### src/inc/pll_status_map.svh
`ifndef PLL_STATUS_MAP_SVH
`define PLL_STATUS_MAP_SVH

// Register indices; the byte address on the bus is four times the index.
`define IDX_LOCK_STATUS     14'h3200
`define IDX_OPERATION       14'h3201
`define IDX_STATE           14'h3202
`define IDX_CONTROL         14'h3210
`define IDX_IRQ_STATUS      14'h3211
`define IDX_IRQ_MASK        14'h3212

// Lock status field positions.
`define LOCK_ALL_BIT        0
`define LOCK_PHASE_BIT      1
`define LOCK_FREQ_BIT       2
`define LOCK_ANALOG_BIT     3
`define LOCK_CAL_BUSY_BIT   4
`define LOCK_CAL_DONE_BIT   5

// Operation field positions.
`define OP_FREERUN_BIT      0
`define OP_HOLDOVER_BIT     1
`define OP_REFSW_BIT        2
`define OP_ACTIVE_BIT       3
`define OP_PROF_LSB         4
`define OP_PROF_MSB         6

// State field positions.
`define ST_HISTORY_BIT      0
`define ST_CLAMP_BIT        1
`define ST_SLEW_BIT         2
`define ST_FAST_ACQUISITION_ACT_BIT     4
`define ST_FAST_ACQUISITION_DONE_BIT    5

// Control register: write-only strobes.
`define CTL_UPDATE_BIT      0
`define CTL_FAST_ACQUISITION_CLR_BIT    1

// Interrupt status and mask layout.
`define IRQ_CAL_DONE_BIT    0
`define IRQ_FAST_ACQUISITION_DONE_BIT   1
`define IRQ_LOCK_LOSS_BIT   2

// Reset values.
`define RST_BYTE            8'h00
`define RST_WORD            32'h0000_0000
`define RST_PROF            3'h0
`define RST_IRQ             3'h0

`endif

### src/inc/pll_status_pkg.sv
package pll_status_pkg;

    // Wishbone request from the master.
    typedef struct packed {
        logic        cyc;
        logic        stb;
        logic        we;
        logic [15:0] adr;
        logic [3:0]  sel;
        logic [31:0] dat;
    } wb_req_t;

    // Indications from the analog and digital loop logic.
    typedef struct packed {
        logic       analog_lock;
        logic       cal_busy;
        logic       cal_start;      // One-cycle pulse when a calibration is issued.
        logic       cal_complete;   // One-cycle pulse when a calibration finishes.
        logic       freq_lock;
        logic       phase_lock;
        logic       active;
        logic [2:0] profile;
        logic       ref_switch;
        logic       holdover;
        logic       freerun;
        logic       fast_acquisition_active;
        logic       fast_acquisition_complete;  // One-cycle pulse when fast acquisition finishes.
        logic       slew_limit;
        logic       freq_clamp;
        logic       history_avail;
    } loop_status_t;

    // Whole state of the readback block.
    typedef struct packed {
        logic        ack;
        logic [31:0] rdat;
        logic        irq;
        logic [2:0]  last_prof;
        logic        cal_done;
        logic        fast_acquisition_done;
        logic [7:0]  op_snap;
        logic [7:0]  st_snap;
        logic [2:0]  irq_stat;
        logic [2:0]  irq_mask;
        logic        phase_lock_q;
    } regs_t;

endpackage : pll_status_pkg

### src/hdl/pll_channel_status_readback.sv
// What this block does
// Lock bit 1 shows digital phase lock.
// Lock bit 0 is analog AND phase lock.
// Lock register bits are live, no strobe.
// Operation bits 6:4 give active profile.
// Inactive loop keeps last active profile.
// Operation bit 3 shows reference tracking.
// Operation bit 2 shows reference switching.
// Operation bit 1 shows holdover mode.
// Operation bit 0 shows free-run mode.
// Operation and state snapshot on update strobe.
// State bit 5 sticky until cleared.
// State bit 4 shows fast acquisition active.
// State bit 2 shows slew limiter active.
// State bit 1 shows frequency clamp active.
// State bit 0 shows history available.
// Lock bits 3,2 show analog, frequency lock.
// Lock bit 5 calibration done, 4 busy.
// Reserved bits read zero, ignore writes.
//
// Implementation choice: the Wishbone slave port.
`timescale 1ns/1ps
`include "pll_status_map.svh"

module pll_channel_status_readback (
    // Clock and reset
    input  wire logic                         clk_i,
    input  wire logic                         rst_i,
    // Wishbone slave
    input  wire pll_status_pkg::wb_req_t      wb_i,
    output logic                              ack_o,
    output logic [31:0]                       dat_o,
    // Loop indications
    input  wire pll_status_pkg::loop_status_t loop_i,
    // Interrupt
    output logic                              irq_o
);
    import pll_status_pkg::*;

    regs_t       r;
    regs_t       nxt;
    logic        req_new;
    logic        commit_wr;
    logic [13:0] idx;
    logic [7:0]  lock_live;
    logic [2:0]  prof_now;
    logic        upd_stb;
    logic        fast_acquisition_clr;
    logic [2:0]  irq_evt;
    logic [2:0]  irq_w1c;

    // Bus decode: a request is taken when it arrives while ack is low.
    assign idx       = wb_i.adr[15:2];
    assign req_new   = wb_i.cyc && wb_i.stb && !r.ack;
    assign commit_wr = wb_i.cyc && wb_i.stb && wb_i.we && r.ack && wb_i.sel[0];

    // Live lock word, built from the loop inputs and the calibration done flag, with no snapshot.
    always_comb begin
        lock_live = `RST_BYTE;
        lock_live[`LOCK_PHASE_BIT]    = loop_i.phase_lock;
        lock_live[`LOCK_ALL_BIT]      = loop_i.analog_lock && loop_i.phase_lock;
        lock_live[`LOCK_ANALOG_BIT]   = loop_i.analog_lock;
        lock_live[`LOCK_FREQ_BIT]     = loop_i.freq_lock;
        lock_live[`LOCK_CAL_BUSY_BIT] = loop_i.cal_busy;
        lock_live[`LOCK_CAL_DONE_BIT] = r.cal_done;
    end

    // Profile seen now: the loop's own while active, else the one last used.
    assign prof_now = loop_i.active ? loop_i.profile : r.last_prof;

    // Strobes from the control register take effect on the acked write edge.
    assign upd_stb  = commit_wr && (idx == `IDX_CONTROL) && wb_i.dat[`CTL_UPDATE_BIT];
    assign fast_acquisition_clr = commit_wr && (idx == `IDX_CONTROL) && wb_i.dat[`CTL_FAST_ACQUISITION_CLR_BIT];

    // Interrupt events and write-one-to-clear pattern.
    always_comb begin
        irq_evt = `RST_IRQ;
        irq_evt[`IRQ_CAL_DONE_BIT]  = loop_i.cal_complete;
        irq_evt[`IRQ_FAST_ACQUISITION_DONE_BIT] = loop_i.fast_acquisition_complete;
        irq_evt[`IRQ_LOCK_LOSS_BIT] = r.phase_lock_q && !loop_i.phase_lock;
        irq_w1c = `RST_IRQ;
        if (commit_wr && idx == `IDX_IRQ_STATUS) begin
            irq_w1c = wb_i.dat[2:0];
        end
    end

    // Next state of the whole block.
    always_comb begin
        nxt = r;
        nxt.phase_lock_q = loop_i.phase_lock;

        // Single-cycle ack; dropped in the cycle after it was given.
        nxt.ack = req_new;

        // Read data is captured when the request is taken, so the lock word is
        // at most one cycle old when the master sees it.
        if (req_new && !wb_i.we) begin
            case (idx)
                `IDX_LOCK_STATUS: nxt.rdat = {24'h00_0000, lock_live};
                `IDX_OPERATION:   nxt.rdat = {24'h00_0000, r.op_snap};
                `IDX_STATE:       nxt.rdat = {24'h00_0000, r.st_snap};
                `IDX_IRQ_STATUS:  nxt.rdat = {29'h0000_0000, r.irq_stat};
                `IDX_IRQ_MASK:    nxt.rdat = {29'h0000_0000, r.irq_mask};
                default:          nxt.rdat = `RST_WORD;
            endcase
        end

        // Remember the profile whenever the loop is tracking.
        if (loop_i.active) begin
            nxt.last_prof = loop_i.profile;
        end

        // Calibration done: set on completion, cleared when a new one starts.
        // Completion wins if both arrive together.
        if (loop_i.cal_start) begin
            nxt.cal_done = 1'b0;
        end
        if (loop_i.cal_complete) begin
            nxt.cal_done = 1'b1;
        end

        // Fast acquisition done is sticky; a set beats a simultaneous clear.
        if (fast_acquisition_clr) begin
            nxt.fast_acquisition_done = 1'b0;
        end
        if (loop_i.fast_acquisition_complete) begin
            nxt.fast_acquisition_done = 1'b1;
        end

        // Snapshot of operation and state; reserved bits are forced to zero.
        if (upd_stb) begin
            nxt.op_snap = `RST_BYTE;
            nxt.op_snap[`OP_PROF_MSB:`OP_PROF_LSB] = prof_now;
            nxt.op_snap[`OP_ACTIVE_BIT]   = loop_i.active;
            nxt.op_snap[`OP_REFSW_BIT]    = loop_i.ref_switch;
            nxt.op_snap[`OP_HOLDOVER_BIT] = loop_i.holdover;
            nxt.op_snap[`OP_FREERUN_BIT]  = loop_i.freerun;
            nxt.st_snap = `RST_BYTE;
            nxt.st_snap[`ST_FAST_ACQUISITION_DONE_BIT] = r.fast_acquisition_done;
            nxt.st_snap[`ST_FAST_ACQUISITION_ACT_BIT]  = loop_i.fast_acquisition_active;
            nxt.st_snap[`ST_SLEW_BIT]      = loop_i.slew_limit;
            nxt.st_snap[`ST_CLAMP_BIT]     = loop_i.freq_clamp;
            nxt.st_snap[`ST_HISTORY_BIT]   = loop_i.history_avail;
        end

        // Sticky interrupt status: an event in the clearing cycle survives.
        nxt.irq_stat = (r.irq_stat & ~irq_w1c) | irq_evt;
        if (commit_wr && idx == `IDX_IRQ_MASK) begin
            nxt.irq_mask = wb_i.dat[2:0];
        end

        // Registered level interrupt, so the pin comes straight from a flop.
        nxt.irq = |(nxt.irq_stat & nxt.irq_mask);
    end

    // State register; synchronous reset.
    always_ff @(posedge clk_i) begin
        if (rst_i) begin
            r.ack          <= 1'b0;
            r.rdat         <= `RST_WORD;
            r.irq          <= 1'b0;
            r.last_prof    <= `RST_PROF;
            r.cal_done     <= 1'b0;
            r.fast_acquisition_done    <= 1'b0;
            r.op_snap      <= `RST_BYTE;
            r.st_snap      <= `RST_BYTE;
            r.irq_stat     <= `RST_IRQ;
            r.irq_mask     <= `RST_IRQ;
            r.phase_lock_q <= 1'b0;
        end else begin
            r <= nxt;
        end
    end

    // Outputs straight from the state flops.
    assign ack_o = r.ack;
    assign dat_o = r.rdat;
    assign irq_o = r.irq;
endmodule : pll_channel_status_readback

### config.mk
export PLATFORM = sky130hd
export DESIGN_NAME = pll_channel_status_readback
export DESIGN_NICKNAME = d
export VERILOG_FILES = /design/src/inc/pll_status_pkg.sv /design/src/hdl/pll_channel_status_readback.sv
export VERILOG_INCLUDE_DIRS = /design/src /design/src/inc
export SDC_FILE = /design/constraint.sdc
export NUM_CORES = 1
export LEC_CHECK = 0
export BUFFER_PORTS_ARGS = -buffer_cell sky130_fd_sc_hd__buf_2
export CAP_MARGIN = 15
export CORE_MARGIN = 2
export CORE_UTILIZATION = 47
export DETAILED_ROUTE_END_ITERATION = 8
export PLACE_DENSITY = 0.88
export SLEW_MARGIN = 20
export SYNTH_ARGS = -nofsm -noshare
export SYNTH_HDL_FRONTEND = slang
export SYNTH_SLANG_ARGS = --single-unit
### constraint.sdc
create_clock -name clk_i -period 2.56 [get_ports clk_i]
set_clock_uncertainty 0.15 [all_clocks]
set_input_delay 0.256 -clock clk_i [delete_from_list [all_inputs] [get_ports clk_i]]
set_output_delay 0.256 -clock clk_i [all_outputs]
set_load 0.05 [all_outputs]
==> metrics list <==
- Number of nets in the layout: 330
- The slowest stage of the critical path belongs to the cell and3_1.
- Fraction of the yosys area taken by sequential cells: 35.4%
- Number of buffers inserted to repair setup after CTS: 0
- TritonCTS built the clock tree.
- Design Area, Final: 0.00206 mm²
- WP buf/inv: 0
* Core area: 0.00374 mm²
- The first detailed-routing pass ran for 4 iterations.
* Fmax achieved: 489 MHz
- The worst-case IR drop observed on VDD is 0.000396 V.
* Gate Count Post-Synth: 215
- Slew at the pin closest to its max-slew limit: 574 ps
* Number of synthesized flops with an enable pin: 0
- Share of cells above drive strength 1: 28.6%
- Root cell of the clock tree: clkbuf_8
- The number of gates resized after CTS was 0.
- Buffers inserted during clock tree synthesis total 5.
- Entering global routing, the biggest net connects 33 pins.
- Leaving out fill and tap cells, the most frequent cell in the layout is buf_2.
- Setup repair after global routing left no endpoint under its margin.
- For this configuration, the core starts out at a cell density of 49.8%.
- The cell area that synthesis handed to floorplanning was 0.00186 mm².
* Internal cell power: 782 µW
- The filler cells instantiated in the layout total 373.
* Drt via density: 5.07
- STA puts the critical path data required time at 2630 ps.
- In this run, post-CTS hold repair placed 0 buffers.
* Worst slew margin relative to its limit: 61.2%
- Detail Route Antenna Nets: 0
* Sum of internal, switching and leakage power: 1.12 mW
* Leakage dissipation: 0.881 nW
- Full die area: 0.00449 mm²
- After detailed routing, the average wire length per cell comes to 13.0 µm.
* Cell type with the highest aggregate area in the netlist: dfxtp_1
* Worst-path clk slew: 80 ps
- Registers are responsible for 47.2% of the overall power.
- Family with the most delay on the worst path: simple AND/OR/NAND/NOR gates
* Global-route congestion overflow total: 0
- Post-layout instance count excluding filler cells: 303
- Number of global-route vias before repair: 1395
* Power per Cell Area: 543 mW/mm²
- For this run, asynchronously set or reset flops after synthesis account for 0%.
- STA puts the critical path data arrival time at 2110 ps.
- At the later pin of the worst-skew pair, clock insertion delay measures 290 ps.
- The number of antenna violations at the first check in global routing was 0.
- Chip Width: 67.0 µm
- Max Slew Vio Count: 0
- On the worst path, the slowest cell contributes a delay of 500 ps.
* Final HPWL DP: 3020 µm
* Synthesis-to-layout area growth: 10.4%
- During synthesis, Yosys emitted a total of 0 warnings.
- The floorplan step set the die height to 67.0 µm.
- Synthesized area per cell: 8.67 µm²
- Global-route total usage across every layer: 18.6%
* Count of buffers inserted at the top-level ports: 49
* Leading cell types in the layout, fill and taps excluded: buf_2, dfxtp_1, nand2_1
- The first routing iteration left 99 violations.
- Number of different library cells in the post-synthesis netlist: 45
* Top cell type's share of synthesized area: 35.4%
- After layout, the worst path uses 79.9% of the clock period.
- Clock share of power: 36.1%
* H-tree level count: 2
- Total of endpoints with negative setup slack in the final report: 0
- Final antenna diode count: 0
- Max_cap viols: 0
- In this run the core area contains 22 standard-cell rows.
* Placed Cells: 296
- Startpoint type of the worst setup path: register
* Flops & latches, synth: 33
- By area the synthesized netlist is led by dfxtp_1, buf_4, nand2_1.
- Wire length after detailed routing: 3930 µm
- Max clock buf depth: 2
- Once placement finished, the instance area stood at 0.00197 mm².
* Net Switching: 336 µW
* Count of clock tree sinks: 33
- On the final layout, the worst hold slack is 57.3 ps.
- The worst setup path is captured at a register.
* Largest fanout on the critical path: 12
- The count of endpoints failing hold in the final timing report came to 0.
- Placer Congestion: 0.888
- DRC: 0
- Final-layout setup total negative slack: 0 ps
- For this design the top-level I/O count stands at 109.
- Dominant register cell in the synthesized netlist: dfxtp_1
* Class of the worst hold path: in2reg
- The signal on the critical path passes through nand3_1 -> nor3b_2 -> and3_1 -> mux2i_1 -> nor2b_1.
- Clock period minus final worst setup slack: 2050 ps
- Summing over every cut layer, the via total after detailed routing is 1536.
- The first global-routing pass estimated 6210 µm of wire.
* Share of power burned in combinational logic: 16.6%
- Switch share: 30.0%
- The critical path is of the reg2reg type.
* Status: finished clean
stage by stage:
| step | utilization (%) | setup WS [ps] |
|---|---|---|
| 3_3_place_gp | 52.6 | 424 |
| 4_1_cts | 55.0 | 522 |
| 2_1_floorplan | - | 550 |
| 3_5_place_dp | 52.6 | 331 |
| 5_1_grt | 55.0 | 357 |
| 6_report | 55.0 | 514 |
cell usage after synthesis, drive strengths merged, types with 2 or more instances:
cell    instances
a21oi          13
a22oi           7
a32oi           2
and3            2
buf            39
clkbuf          3
dfxtp          33
inv             8
mux2            4
mux2i           8
nand2          28
nand3           6
nand4           2
nor2           16
nor2b           7
nor3            4
nor4            3
nor4b           5
o21ai           5
o21bai          2
routing by layer:
layer / wire (µm) / part of all wire, % / global-route usage, %
met5: 0 / 0 / 0
met2: 1820 / 46 / 31.0
met4: 55 / 1.4 / 7.40
met3: 364 / 9.3 / 4.56
met1: 1690 / 43 / 22.8
state kept, by name, indices dropped and copies added (netlist names):
register and count:
dat_o 7, ack_o 1, r 23, lock_live 1, irq_o 1
cells by family after synthesis:
| kind of cell | after synthesis | share of synthesized area, % |
|---|---|---|
| AND/OR/NAND/NOR | 79 | 25.3 |
| flip-flops | 33 | 35.4 |
| multiplexers | 12 | 6.71 |
| other | 1 | 0.201 |
| AO/OA/AOI/OAI | 40 | 14.3 |
| buffers and inverters | 50 | 18.1 |
worst paths after layout:
check / startpoint / to / slack [ps] / cells after the start
setup / recovery: ack_o$_SDFF_PP0_ / r[21]$_SDFFE_PP0P_ / 510 / 5
hold / removal: loop_i[4] / r[11]$_SDFFE_PP0P_ / 60 / 3
setup reg to reg: ack_o$_SDFF_PP0_ / r[21]$_SDFFE_PP0P_ / 510 / 5
hold reg to reg: r[7]$_SDFFE_PP0P_ / r[7]$_SDFFE_PP0P_ / 300 / 2
worst register-to-register path, cell delays in order (launching register included):
cell	delay, ps
dfxtp_1	410
nand3_1	240
nor3b_2	310
and3_1	500
mux2i_1	230
nor2b_1	130
final cells by class:
cell class	count	area [µm²]	area share, %
Multi-Input combinational cell	156	957	46.5
Sequential cell	33	661	32.1
Timing Repair Buffer	51	260	12.6
Clock buffer	6	82.6	4.01
Tap cell	48	60.1	2.92
Inverter	8	30.0	1.46
Clock inverter	1	7.51	0.365
power groups by stage:
stage	clock network [mW]	logic (mW)	registers [mW]
after floorplan	0	0.167	0.541
after global placement	0	0.182	0.539
after detailed placement	0	0.185	0.540
after CTS	0.405	0.185	0.528
after global routing	0.422	0.200	0.529
final	0.404	0.186	0.528
Note: power is estimated with default switching activity, not from simulation.
